--- config.mk ---
export PLATFORM = sky130hd
export DESIGN_NAME = ept_top
export DESIGN_NICKNAME = d
export VERILOG_FILES = /design/src/ept_pkg.sv /design/src/ept_prescaler.sv /design/src/ept_channel.sv /design/src/ept_top.sv
export VERILOG_INCLUDE_DIRS = /design/src
export SDC_FILE = /design/constraint.sdc
export NUM_CORES = 2
export LEC_CHECK = 0
export BUFFER_PORTS_ARGS = -buffer_cell sky130_fd_sc_hd__buf_4
export CELL_PAD_IN_SITES_DETAIL_PLACEMENT = 1
export CELL_PAD_IN_SITES_GLOBAL_PLACEMENT = 2
export CORE_MARGIN = 10
export CORE_UTILIZATION = 44
export DETAILED_ROUTE_END_ITERATION = 16
export PLACE_DENSITY_LB_ADDON = 0.05
export SYNTH_ARGS = -nofsm -noshare
export SYNTH_HDL_FRONTEND = slang
export SYNTH_HIERARCHICAL = 1
export SYNTH_SLANG_ARGS = --single-unit
--- constraint.sdc ---
create_clock -name clk_i -period 9.9 [get_ports clk_i]
set_clock_uncertainty 0.1 [all_clocks]
set_input_delay 1.485 -clock clk_i [delete_from_list [all_inputs] [get_ports clk_i]]
set_output_delay 1.485 -clock clk_i [all_outputs]
set_load 0.005 [all_outputs]
--- src/ept_consts.svh ---
// Purpose: register offsets, field positions and reset values of the pwm timer block
// Assumes: 8-bit special-function register bus
// Notes: definitions only
`ifndef EPT_CONSTS_SVH
`define EPT_CONSTS_SVH

// register addresses
`define EPT_ADDR_CFG 8'ha9
`define EPT_ADDR_EN 8'haa
`define EPT_ADDR_LDPOL 8'hab
`define EPT_ADDR_DATA 8'hac
`define EPT_ADDR_MODE 8'had
`define EPT_ADDR_CLKCFG 8'haf

// channel_access_config fields
`define EPT_CFG_HOLD 6
`define EPT_CFG_CLRALL 5
`define EPT_CFG_BYTE 4
`define EPT_CFG_VAL 3
`define EPT_CFG_CH_HI 2
`define EPT_CFG_WMASK 8'h5f

// reset values
`define EPT_RST_BYTE 8'h00
`define EPT_RST_WORD 16'h0000
`define EPT_RST_PRE 14'h0000

// prescale: codes at or above this divide by the same largest ratio
`define EPT_PRE_MAX 4'he

`endif

--- src/ept_pkg.sv ---
// Purpose: state types of the pwm timer block
// Assumes: eight channels of 16 bits
// Notes: one packed struct per module
package ept_pkg;

    // per-channel state
    typedef struct packed {
        logic [15:0] cnt;
        logic [15:0] mid_act;
        logic [15:0] end_act;
        logic [15:0] mid_stg;
        logic [15:0] end_stg;
        logic pending;
        logic out;
    } ept_chan_t;

    // prescaler state
    typedef struct packed {
        logic [13:0] cnt;
        logic tick;
    } ept_pre_t;

    // register file state
    typedef struct packed {
        logic [7:0] cfg;
        logic [7:0] en;
        logic [7:0] pol;
        logic [7:0] mode;
        logic [7:0] clkcfg;
        logic [7:0] rdata;
    } ept_regs_t;

endpackage : ept_pkg

--- src/ept_prescaler.sv ---
// Purpose: divides the system clock by two to the power of a 4-bit code
// Assumes: codes 14 and 15 both give the largest ratio
// Notes: tick_o is a one-cycle enable pulse
`timescale 1ns/1ps
`include "ept_consts.svh"

module ept_prescaler #(
    parameter int PRE_W = 14
) (
    input wire logic clk_i,
    input wire logic rstn_i,
    input wire logic [3:0] div_i,
    output logic tick_o
);
    import ept_pkg::*;

    ept_pre_t s_reg;
    ept_pre_t s_next;

    // elaboration check: counter must match the state type
    if (PRE_W != 14) begin : g_chk
        $error("ept_prescaler: PRE_W must be 14");
    end

    // tick decode: low bits of the free counter all ones
    function automatic logic tick_due(input logic [13:0] c, input logic [3:0] d);
        logic [3:0] k;
        logic [13:0] mask;
        k = (d > `EPT_PRE_MAX) ? `EPT_PRE_MAX : d;
        for (int i = 0; i < 14; i++) begin
            mask[i] = (i < int'(k));
        end
        return (c & mask) == mask;
    endfunction : tick_due

    // next state
    always_comb begin
        s_next = s_reg;
        s_next.cnt = s_reg.cnt + 14'h0001;
        s_next.tick = tick_due(s_reg.cnt, div_i);
    end

    // state register
    always_ff @(posedge clk_i) begin
        if (!rstn_i) begin
            s_reg <= '0;
        end else begin
            s_reg <= s_next;
        end
    end

    assign tick_o = s_reg.tick;

    a_div_one_tick: assert property (@(posedge clk_i) disable iff (!rstn_i)
        div_i == 4'h0 |=> tick_o)
        else $error("prescaler code zero gave no tick");

    a_div_two_alt: assert property (@(posedge clk_i) disable iff (!rstn_i)
        (div_i == 4'h1)[*3] |-> tick_o != $past(tick_o))
        else $error("divide by two does not alternate");

endmodule : ept_prescaler

--- src/ept_channel.sv ---
// Purpose: one 16-bit pwm or timer channel with staged compare and terminal values
// Assumes: tick_i is a one-cycle enable from the group prescaler
// Notes: staged values move to the active pair together at the cycle end
`timescale 1ns/1ps
`include "ept_consts.svh"

module ept_channel (
    input wire logic clk_i,
    input wire logic rstn_i,
    input wire logic tick_i,
    input wire logic enable_i,
    input wire logic pol_i,
    input wire logic hold_i,
    input wire logic clear_i,
    input wire logic wr_i,
    input wire logic sel_end_i,
    input wire logic sel_msb_i,
    input wire logic [7:0] wdata_i,
    output logic [15:0] mid_stg_o,
    output logic [15:0] end_stg_o,
    output logic pending_o,
    output logic out_o
);
    import ept_pkg::*;

    ept_chan_t s_reg;
    ept_chan_t s_next;

    // next state
    always_comb begin
        logic wrap;
        wrap = 1'b0;
        s_next = s_reg;
        // count only when active and ticked
        if (enable_i && tick_i) begin
            wrap = (s_reg.cnt == s_reg.end_act);
            // roll over at the terminal value
            if (wrap) begin
                s_next.cnt = `EPT_RST_WORD;
                if (s_reg.pending && !hold_i) begin
                    s_next.mid_act = s_reg.mid_stg;
                    s_next.end_act = s_reg.end_stg;
                    s_next.pending = 1'b0;
                end
            end else begin
                s_next.cnt = s_reg.cnt + 16'h0001;
            end
        end
        if (clear_i) begin
            s_next.cnt = `EPT_RST_WORD;
        end
        // byte write into staged value, set wins over load
        if (wr_i) begin
            if (sel_end_i && sel_msb_i) begin
                s_next.end_stg[15:8] = wdata_i;
            end else if (sel_end_i) begin
                s_next.end_stg[7:0] = wdata_i;
            end else if (sel_msb_i) begin
                s_next.mid_stg[15:8] = wdata_i;
            end else begin
                s_next.mid_stg[7:0] = wdata_i;
            end
            s_next.pending = 1'b1;
        end
        // start level, opposite once compare reached
        s_next.out = pol_i ^ (enable_i && (s_next.cnt >= s_next.mid_act));
    end

    // state register
    always_ff @(posedge clk_i) begin
        if (!rstn_i) begin
            s_reg <= '0;
        end else begin
            s_reg <= s_next;
        end
    end

    assign mid_stg_o = s_reg.mid_stg;
    assign end_stg_o = s_reg.end_stg;
    assign pending_o = s_reg.pending;
    assign out_o = s_reg.out;

    a_wrap_to_zero: assert property (@(posedge clk_i) disable iff (!rstn_i)
        enable_i && tick_i && s_reg.cnt == s_reg.end_act |=> s_reg.cnt == 16'h0000)
        else $error("counter did not wrap to zero");

    a_count_step: assert property (@(posedge clk_i) disable iff (!rstn_i)
        enable_i && tick_i && !clear_i && s_reg.cnt != s_reg.end_act
        |=> s_reg.cnt == $past(s_reg.cnt) + 16'h0001)
        else $error("counter did not advance by one");

    a_inactive_hold: assert property (@(posedge clk_i) disable iff (!rstn_i)
        !enable_i && !clear_i |=> s_reg.cnt == $past(s_reg.cnt) && out_o == $past(pol_i))
        else $error("inactive channel moved");

    a_load_apply: assert property (@(posedge clk_i) disable iff (!rstn_i)
        enable_i && tick_i && s_reg.cnt == s_reg.end_act && s_reg.pending && !hold_i && !wr_i
        |=> !pending_o && s_reg.end_act == $past(end_stg_o) && s_reg.mid_act == $past(mid_stg_o))
        else $error("staged values not loaded at cycle end");

    a_hold_pending: assert property (@(posedge clk_i) disable iff (!rstn_i)
        hold_i && pending_o |=> pending_o)
        else $error("update applied while held");

    a_mid_level: assert property (@(posedge clk_i) disable iff (!rstn_i)
        enable_i ##1 s_reg.cnt >= s_reg.mid_act |-> out_o == !$past(pol_i))
        else $error("output not at opposite level");

    a_clear_zero: assert property (@(posedge clk_i) disable iff (!rstn_i)
        clear_i |=> s_reg.cnt == 16'h0000)
        else $error("counter not cleared");

endmodule : ept_channel

--- src/ept_top.sv ---
// Purpose: eight-channel pwm and timer block behind six special-function registers
// Assumes: register bus on clk_i, read data valid the cycle after the read strobe
// Notes: channels 0..3 and 4..7 each share one prescaler
`timescale 1ns/1ps
`include "ept_consts.svh"

module ept_top #(
    parameter int NCH = 8
) (
    input wire logic clk_i,
    input wire logic rstn_i,
    input wire logic [7:0] sfr_addr_i,
    input wire logic sfr_wr_i,
    input wire logic sfr_rd_i,
    input wire logic [7:0] sfr_wdata_i,
    output logic [7:0] sfr_rdata_o,
    output logic [7:0] pwm_o
);
    import ept_pkg::*;

    ept_regs_t s_reg;
    ept_regs_t s_next;

    logic [1:0] grp_tick;
    logic [7:0] ch_sel;
    logic [7:0] ch_wr;
    logic [7:0] ch_clear;
    logic [7:0] pending;
    logic [7:0] out;
    logic [15:0] mid_stg [8];
    logic [15:0] end_stg [8];
    logic clr_all;
    logic wr_cfg;
    logic wr_en;
    logic wr_ldpol;
    logic wr_data;
    logic wr_mode;
    logic wr_clk;

    // elaboration check: register widths fix the channel count
    if (NCH != 8) begin : g_chk
        $error("ept_top: NCH must be 8");
    end

    // one-hot channel decode from the index field
    function automatic logic [7:0] ch_decode(input logic [2:0] idx);
        return 8'h01 << idx;
    endfunction : ch_decode

    // byte of a staged value picked by the access fields
    function automatic logic [7:0] pick_byte(input logic [15:0] m, input logic [15:0] e,
                                             input logic [7:0] cfg);
        logic [15:0] w;
        w = cfg[`EPT_CFG_VAL] ? e : m;
        return cfg[`EPT_CFG_BYTE] ? w[15:8] : w[7:0];
    endfunction : pick_byte

    // write strobes
    assign wr_cfg = sfr_wr_i && (sfr_addr_i == `EPT_ADDR_CFG);
    assign wr_en = sfr_wr_i && (sfr_addr_i == `EPT_ADDR_EN);
    assign wr_ldpol = sfr_wr_i && (sfr_addr_i == `EPT_ADDR_LDPOL);
    assign wr_data = sfr_wr_i && (sfr_addr_i == `EPT_ADDR_DATA);
    assign wr_mode = sfr_wr_i && (sfr_addr_i == `EPT_ADDR_MODE);
    assign wr_clk = sfr_wr_i && (sfr_addr_i == `EPT_ADDR_CLKCFG);

    // clear-all is a one-cycle pulse, never stored
    assign clr_all = wr_cfg && sfr_wdata_i[`EPT_CFG_CLRALL];

    assign ch_sel = ch_decode(s_reg.cfg[`EPT_CFG_CH_HI:0]);

    // data write routed to one channel
    assign ch_wr = wr_data ? ch_sel : 8'h00;

    assign ch_clear = {8{clr_all}} | ({8{wr_ldpol}} & sfr_wdata_i & s_reg.mode);

    // register file next state
    always_comb begin
        s_next = s_reg;
        // config keeps bit 7 and the clear-all bit at zero
        if (wr_cfg) begin
            s_next.cfg = sfr_wdata_i & `EPT_CFG_WMASK;
        end
        if (wr_en) begin
            s_next.en = sfr_wdata_i;
        end
        // start level written only for pwm-mode channels
        if (wr_ldpol) begin
            s_next.pol = (s_reg.pol & s_reg.mode) | (sfr_wdata_i & ~s_reg.mode);
        end
        if (wr_mode) begin
            s_next.mode = sfr_wdata_i;
        end
        if (wr_clk) begin
            s_next.clkcfg = sfr_wdata_i;
        end
        // read answer, unmapped reads zero
        if (sfr_rd_i) begin
            if (sfr_addr_i == `EPT_ADDR_CFG) begin
                s_next.rdata = s_reg.cfg;
            end else if (sfr_addr_i == `EPT_ADDR_EN) begin
                s_next.rdata = s_reg.en;
            end else if (sfr_addr_i == `EPT_ADDR_LDPOL) begin
                s_next.rdata = pending;
            // selected byte of the staged value
            end else if (sfr_addr_i == `EPT_ADDR_DATA) begin
                s_next.rdata = pick_byte(mid_stg[s_reg.cfg[`EPT_CFG_CH_HI:0]],
                                         end_stg[s_reg.cfg[`EPT_CFG_CH_HI:0]], s_reg.cfg);
            end else if (sfr_addr_i == `EPT_ADDR_MODE) begin
                s_next.rdata = s_reg.mode;
            end else if (sfr_addr_i == `EPT_ADDR_CLKCFG) begin
                s_next.rdata = s_reg.clkcfg;
            end else begin
                s_next.rdata = `EPT_RST_BYTE;
            end
        end
    end

    always_ff @(posedge clk_i) begin
        if (!rstn_i) begin
            s_reg <= '0;
        end else begin
            s_reg <= s_next;
        end
    end

    assign sfr_rdata_o = s_reg.rdata;
    assign pwm_o = out;

    // one prescaler per group of four
    for (genvar g = 0; g < 2; g++) begin : g_pre
        ept_prescaler #(
            .PRE_W(14)
        ) ept_prescaler_i (
            .clk_i(clk_i),
            .rstn_i(rstn_i),
            .div_i(s_reg.clkcfg[4*g+3:4*g]),
            .tick_o(grp_tick[g])
        );
    end

    for (genvar c = 0; c < 8; c++) begin : g_ch
        ept_channel ept_channel_i (
            .clk_i(clk_i),
            .rstn_i(rstn_i),
            .tick_i(grp_tick[c/4]),
            .enable_i(s_reg.en[c]),
            .pol_i(s_reg.pol[c]),
            .hold_i(s_reg.cfg[`EPT_CFG_HOLD]),
            .clear_i(ch_clear[c]),
            .wr_i(ch_wr[c]),
            .sel_end_i(s_reg.cfg[`EPT_CFG_VAL]),
            .sel_msb_i(s_reg.cfg[`EPT_CFG_BYTE]),
            .wdata_i(sfr_wdata_i),
            .mid_stg_o(mid_stg[c]),
            .end_stg_o(end_stg[c]),
            .pending_o(pending[c]),
            .out_o(out[c])
        );
    end

    a_enable_write: assert property (@(posedge clk_i) disable iff (!rstn_i)
        wr_en |=> s_reg.en == $past(sfr_wdata_i))
        else $error("enable register not updated");

    a_clrall_self: assert property (@(posedge clk_i) disable iff (!rstn_i)
        wr_cfg |=> !s_reg.cfg[5] && !s_reg.cfg[7] && s_reg.cfg[4:0] == $past(sfr_wdata_i[4:0]))
        else $error("config register stored wrongly");

    a_pending_read: assert property (@(posedge clk_i) disable iff (!rstn_i)
        sfr_rd_i && sfr_addr_i == `EPT_ADDR_LDPOL |=> sfr_rdata_o == $past(pending))
        else $error("load status read wrong");

    // data write marks the selected channel pending
    a_write_pending: assert property (@(posedge clk_i) disable iff (!rstn_i)
        wr_data |=> (pending & $past(ch_sel)) == $past(ch_sel))
        else $error("data write did not stage");

    // timer-mode channels keep their start level on a polarity write
    a_timer_pol: assert property (@(posedge clk_i) disable iff (!rstn_i)
        wr_ldpol |=> (s_reg.pol & $past(s_reg.mode)) == ($past(s_reg.pol) & $past(s_reg.mode)))
        else $error("timer channel polarity changed");

    a_reset_regs: assert property (@(posedge clk_i)
        !rstn_i |=> s_reg.cfg == `EPT_RST_BYTE && s_reg.en == `EPT_RST_BYTE
            && s_reg.pol == `EPT_RST_BYTE && sfr_rdata_o == `EPT_RST_BYTE)
        else $error("register not zero after reset");

    a_reset_pins: assert property (@(posedge clk_i)
        !rstn_i |=> pwm_o == `EPT_RST_BYTE)
        else $error("channel output not low after reset");

    a_mode_write: assert property (@(posedge clk_i) disable iff (!rstn_i)
        wr_mode |=> s_reg.mode == $past(sfr_wdata_i))
        else $error("mode register not updated");

    a_prescale_write: assert property (@(posedge clk_i) disable iff (!rstn_i)
        wr_clk |=> s_reg.clkcfg == $past(sfr_wdata_i))
        else $error("prescale register not updated");

    a_hold_stored: assert property (@(posedge clk_i) disable iff (!rstn_i)
        wr_cfg |=> s_reg.cfg[`EPT_CFG_HOLD] == $past(sfr_wdata_i[`EPT_CFG_HOLD]))
        else $error("hold bit not stored");

    a_read_low_mid: assert property (@(posedge clk_i) disable iff (!rstn_i)
        sfr_rd_i && sfr_addr_i == `EPT_ADDR_DATA && !s_reg.cfg[`EPT_CFG_BYTE]
            && !s_reg.cfg[`EPT_CFG_VAL]
            |=> sfr_rdata_o == $past(mid_stg[s_reg.cfg[2:0]][7:0]))
        else $error("compare low byte read wrong");

    a_read_high_mid: assert property (@(posedge clk_i) disable iff (!rstn_i)
        sfr_rd_i && sfr_addr_i == `EPT_ADDR_DATA && s_reg.cfg[`EPT_CFG_BYTE]
            && !s_reg.cfg[`EPT_CFG_VAL]
            |=> sfr_rdata_o == $past(mid_stg[s_reg.cfg[2:0]][15:8]))
        else $error("compare high byte read wrong");

    a_read_low_end: assert property (@(posedge clk_i) disable iff (!rstn_i)
        sfr_rd_i && sfr_addr_i == `EPT_ADDR_DATA && !s_reg.cfg[`EPT_CFG_BYTE]
            && s_reg.cfg[`EPT_CFG_VAL]
            |=> sfr_rdata_o == $past(end_stg[s_reg.cfg[2:0]][7:0]))
        else $error("terminal low byte read wrong");

    a_read_high_end: assert property (@(posedge clk_i) disable iff (!rstn_i)
        sfr_rd_i && sfr_addr_i == `EPT_ADDR_DATA && s_reg.cfg[`EPT_CFG_BYTE]
            && s_reg.cfg[`EPT_CFG_VAL]
            |=> sfr_rdata_o == $past(end_stg[s_reg.cfg[2:0]][15:8]))
        else $error("terminal high byte read wrong");

    a_index_low: assert property (@(posedge clk_i) disable iff (!rstn_i)
        wr_data && s_reg.cfg[2:0] == 3'd0 |-> ch_wr == 8'h01)
        else $error("index zero routed wrongly");

    a_index_high: assert property (@(posedge clk_i) disable iff (!rstn_i)
        wr_data && s_reg.cfg[2:0] == 3'd7 |-> ch_wr == 8'h80)
        else $error("index seven routed wrongly");

    a_write_low_mid: assert property (@(posedge clk_i) disable iff (!rstn_i)
        wr_data && !s_reg.cfg[`EPT_CFG_BYTE] && !s_reg.cfg[`EPT_CFG_VAL]
            |=> mid_stg[s_reg.cfg[2:0]][7:0] == $past(sfr_wdata_i))
        else $error("compare low byte not staged");

    a_write_high_end: assert property (@(posedge clk_i) disable iff (!rstn_i)
        wr_data && s_reg.cfg[`EPT_CFG_BYTE] && s_reg.cfg[`EPT_CFG_VAL]
            |=> end_stg[s_reg.cfg[2:0]][15:8] == $past(sfr_wdata_i))
        else $error("terminal high byte not staged");

    a_unmapped_read: assert property (@(posedge clk_i) disable iff (!rstn_i)
        sfr_rd_i && sfr_addr_i != `EPT_ADDR_CFG && sfr_addr_i != `EPT_ADDR_EN
            && sfr_addr_i != `EPT_ADDR_LDPOL && sfr_addr_i != `EPT_ADDR_DATA
            && sfr_addr_i != `EPT_ADDR_MODE && sfr_addr_i != `EPT_ADDR_CLKCFG
            |=> sfr_rdata_o == `EPT_RST_BYTE)
        else $error("unmapped read not zero");

    a_rdata_stands: assert property (@(posedge clk_i) disable iff (!rstn_i)
        !sfr_rd_i |=> $stable(sfr_rdata_o))
        else $error("read data changed without a read");

    a_pwm_mode_pol: assert property (@(posedge clk_i) disable iff (!rstn_i)
        wr_ldpol |=> (s_reg.pol & ~$past(s_reg.mode))
            == ($past(sfr_wdata_i) & ~$past(s_reg.mode)))
        else $error("pwm start level not written");

    // all disabled, pins at start level
    a_disabled_level: assert property (@(posedge clk_i) disable iff (!rstn_i)
        s_reg.en == `EPT_RST_BYTE |=> pwm_o == $past(s_reg.pol))
        else $error("disabled output not at start level");

endmodule : ept_top

# Word level (Yosys, flattened, before mapping)
# Cells that the tools add are included.
# op_classes
addsub	10
n_mul	0
n_div	0
order_cmp	39
n_eq_ne	16
n_shift	1
mux	89
n_bitwise	21
reduce_logical	105
# ops
cell	count
$mux 32	16
$mux 48	8
$mux 16	21
$add 16x1->16 const B	8
$eq 16x16->1	8
$ge 16x16->1	8
$bmux 16 s3	2
$reduce_and 3->1	24
$mux 8	8
$reduce_and 4->1	16
$eq 8x8->1 const B	6
$lt 4x4->1 const A	12
$reduce_bool 2->1	24
$and 8x8->8	4
$logic_and 1x1->1	32
$lt 3x4->1 const A	8
$mux 1	32
$add 14x1->14 const B	2
$and 14x14->14	2
$eq 14x14->1	2
$lt 1x4->1 const A	4
$lt 2x4->1 const A	4
$or 8x8->8	2
$reduce_and 2->1	8
9 further kinds	20
# totals
register_bits	732
latch_bits	0
ramBits	0
mem_bits_ro	0
in_bits	20
out_inout_bits	16
wordCells	363
memories	0

# Longest topological paths before layout
# logic_depth
depth_word	10
ltp_mapped	17
ltp_nobuf	14

# Cells and area by module
# Netlist, hierarchy kept.
# by_module_without_submodules
module	n_inst	cells_per_inst	area_each_um2	seq_area_each_um2
ept_channel (g_ch[0].ept_channel_i ...)	5	473	4159.0	1641.6
ept_channel (g_ch[4].ept_channel_i ...)	3	478	4189.0	1641.6
ept_top	1	515	4702.0	920.9
ept_prescaler (g_pre[0].ept_prescaler_i)	1	89	779.5	300.3
ept_prescaler (g_pre[1].ept_prescaler_i)	1	88	773.2	300.3

# Least setup slack after synthesis
# OpenSTA, ideal clock, no wires.
# synth_timing
path_type	in2reg
startpoint	input port sfr_addr_i[4]
endpoint	register g_ch[5].ept_channel_i.s_reg, in the netlist g_ch[5].ept_channel_i/out_o
t_arrival_ns	4.514
path_slack_ns	5.159
stages	17
n_path_buf	3
cell_sequence	and3b_1 -> buf_2 -> nand4_1 -> nand2b_1 -> clkbuf_1 -> inv_1 -> nand2_1 -> a21boi_0 -> o21bai_2 -> buf_2 -> nor2_1 -> ha_1 -> nand4_1 -> nor4_1 -> a32oi_1 -> and3_1 -> or3_1
# synth_rtl
element	line	rtl
start: declaration	ept_top.sv:12	input wire logic [7:0] sfr_addr_i,
end signal: assignment	ept_channel.sv:74	s_reg <= s_next;
end: declaration	ept_channel.sv:26	ept_chan_t s_reg;

# Final worst setup path
# layout_timing
startpoint	input port sfr_addr_i[6]
endpoint	register g_ch[6].ept_channel_i.s_reg, in the netlist g_ch[6].ept_channel_i/out_o
# layout_via
elab_chain_len	9
# layout_rtl
element	line	rtl
$eq 8x8->1 (no line)	-	
$logic_and 1x1->1	ept_top.sv:61	assign wr_ldpol = sfr_wr_i && (sfr_addr_i == `EPT_ADDR_LDPOL);
$and 8x8->8 (2 in a row)	ept_top.sv:74	assign ch_clear = {8{clr_all}} | ({8{wr_ldpol}} & sfr_wdata_i & s_reg.mode);
$or 8x8->8 *	ept_top.sv:74	
named net ch_clear[6]	ept_top.sv:27	logic [7:0] ch_clear;
$mux 16 *	ept_channel.sv:49	if (clear_i) begin
$ge 16x16->1 *	ept_channel.sv:66	s_next.out = pol_i ^ (enable_i && (s_next.cnt >= s_next.mid_act));
$logic_and 1x1->1 *	ept_channel.sv:66	
$xor 1x1->1 *	ept_channel.sv:66	
end signal: assignment	ept_channel.sv:74	
end: declaration	ept_channel.sv:26	
# The timed path passes the listed nets; every way through them passes the cells marked *.
# A chain may end at the register's enable or synchronous reset.

==> qor.csv <==
metric;value;unit
status;complete, no violations;
Leakage;0.0169;uW
vias in the first global route;31512;
H-tree Lvls;3;
sequential area share after synthesis;0.370;
Antenna Violating Nets Remaining;0;
post-route cell area;41300;um2
Worst-Margin Slew;1.25;ns
register clock-pin slew on the reported worst setup and hold paths;0.06;ns
maximum number of pins on one net before global-route repair;68;
Yosys top cell by area;dfxtp_1;
setup TNS;0;ns
maximum vdd drop;0.000116;V
Min Hold Slack;0.382;ns
Cell Area, Placed;38300;um2
DR WL/cell;24.9;um
core area;88900;um2
Synth area leaders;dfxtp_1 (37%), mux2i_1 (7.8%), buf_4 (5.7%), nor2_1 (5.0%), nand4_1 (4.7%);
final setup fails;0;
Die X;320;um
vias after detailed routing;31596;
Post-synth top cells;dfxtp_1 (732), nor2_1 (532), o21ai_0 (330), a21oi_1 (329), mux2i_1 (309);
synthesized area;39600;um2
IO Count;36;
Tmin final;6.17;ns
clk sink count;732;
Worst-Skew Late Latency;0.66;ns
CTS max path bufs;3;
ys flop type;dfxtp_1;
internal power;5030;uW
Synth top area share;0.370;
Compound-Gate Fraction of Synth Area;0.119;
M1 WL;62400;um
final count of pins violating max slew;0;
DRC errors left;0;
clock share of power;0.523;
number of flip-flops in the largest register;384;
Synth cell types;75;
Synth Area in Adders;0.0436;
first-pass GRT wire length;202000;um
Final Wtd Congestion;0.836;
Inst Count DP;5202;
row count;109;
initial drt markers;2298;
crit path DAT;6.61;ns
pwr dens;157;nW/um2
Hold Crit Class;reg2reg;
DR vias/cell;5.89;
ys async rst share;0;
Root Driver;clkbuf_16;
post-synthesis mux area share;0.110;
Remaining Overflow, GRT;0;
number of buffers created by CTS;86;
RSZ-0062 raised after global routing;false;
wire length on met3;6410;um
final wirelength;134000;um
switching share of power;0.224;
Worst Setup Path Type;in2reg;
PortBufs;35;
Mapped Cells;4491;
most common cell in the netlist;dfxtp_1;
Final nets;4283;
PostCTS Resize Cnt;0;
drt first pass iters;6;
largest family of logic cells by synthesized area;simple AND/OR/NAND/NOR gates;
CTS tree;built;
Cell Count, Final, Fillers Out;5361;
maxcap violations;0;
Post-Syn Nets;4649;
share of power burned in registers;0.455;
DR top layer;met4;
Synth Area in XOR/XNOR;0.0592;
slew margin rel.;0.168;
Die H;320;um
simple logic cell fraction of the synthesized area;0.206;
CTS Hold Bufs;0;
fin crit share;0.623;
detailed placer's ending HPWL;94200;um
Worst setup SP type;input port;
crit path capture type;flip-flop;
WL met2;61500;um
logic gate share of total power;0.021;
Required @ worst endpoint;10.34;ns
filler cell count;10209;
post-CTS setup buffer count;0;
yosys warns;6;
Initial Util;0.446;
Seq cells post-synth;732;
Fin. Hold Viols;0;
CP Max Fanout;16;
Final Core Density;0.465;
maximum achievable frequency;162;MHz
Post-synth EDFFs;0;
fraction of layout cells with a size suffix above 1;0.0896;
GRT Resource Usage Total;0.254;
mean area per synthesized cell;8.82;um2
full die area;102000;um2
initial antenna violation count;3;
sw power;1450;uW
Synth-to-Final Area Change;4.28;%
-- path summary, 6_finish.rpt --
path | endpoint | slack, ns | cells after the start | from
min | g_ch[4].ept_channel_i/s_reg[65] | 0.38 | 2 | g_ch[4].ept_channel_i/s_reg[65]
max | g_ch[6].ept_channel_i/out_o | 3.73 | 14 | sfr_addr_i[6]
max reg2reg | g_ch[7].ept_channel_i/out_o | 5.79 | 12 | g_pre[1].ept_prescaler_i/tick_o
min reg2reg | g_ch[4].ept_channel_i/s_reg[65] | 0.38 | 2 | g_ch[4].ept_channel_i/s_reg[65]
-- kinds of logic after synthesis --
group	after synthesis
xor gates and xnor gates	268
adders and majority gates	138
AOI/OAI and AO/OA	826
DFF	732
buffers and inverters	582
and+or+nand+nor	1573
muxes	372
-- area by class of cell --
| class | instances | area (um2) | share of cell area |
|---|---|---|---|
| diodes | 1 | 2.50 | 0.0000606 |
| multi-input cells | 3177 | 21300 | 0.517 |
| well taps | 1165 | 1460 | 0.0353 |
| flip-flops and latches | 732 | 14700 | 0.355 |
| repair buffers | 99 | 743 | 0.0180 |
| inverters | 29 | 109 | 0.00263 |
| clock inverters | 27 | 409 | 0.00990 |
| clock buffers | 131 | 2590 | 0.0626 |
-- metrics by stage --
stage / setup WS (ns) / total power (uW)
floorplan: 5.16 / 3080
global placement: 3.27 / 3160
CTS: 3.90 / 6550
detailed placement: 3.18 / 3160
finish: 3.73 / 6490
global route: 3.50 / 6680
-- critical path, stage by stage --
cell and delay [ns]:
buf_4 0.11, nor2b_1 0.60, nand4_1 0.57, nor3_2 0.56, nand2_1 0.77, o21ai_0 0.46, o21bai_2 0.37, nand2b_1 0.19
ha_1 0.22, nand2b_1 0.14, a2111o_1 0.42, a32oi_1 0.25, a21oi_1 0.09, or3_1 0.36
-- per-layer routing --
metal | global-route usage | vias up
met4 | 0.0707 | 0
li1 | - | 14953
met3 | 0.0400 | 149
met1 | 0.348 | 15836
met2 | 0.409 | 658
met5 | 0 | -
-- layout by cell type, fill, tap and decap left out, types with 10 or more instances in the layout --
cell,count
dfxtp_1,727
nor2_1,532
o21ai_0,330
a21oi_1,329
mux2i_1,309
nand4_1,300
xor2_1,205
nand2_1,175
and2_1,166
ha_1,138
buf_4,99
clkbuf_16,90
nand3_1,85
xnor2_1,63
nor2b_1,48
nand2b_1,35
nor4_1,35
nor2_2,30
mux4_2,29
and4_1,28
a21boi_0,27
and3_1,26
nor3_1,25
nand3b_1,24
clkbuf_1,23
inv_1,21
mux2_2,20
clkbuf_8,18
a2111oi_0,16
nor3b_1,15
mux4_1,14
a211oi_1,13
o22ai_1,13
a22oi_1,12
clkinv_2,12
bufinv_16,10
-- power by group through the flow --
stage / Sequential, uW / Clock (uW) / Combinational [uW]
2_1_floorplan: 3020 / 0 / 66.1
3_3_place_gp: 3020 / 0 / 137
3_5_place_dp: 3020 / 0 / 137
4_1_cts: 2950 / 3460 / 137
5_1_grt: 2950 / 3580 / 146
6_report: 2950 / 3400 / 139
Power figures use the tool's default switching activity.
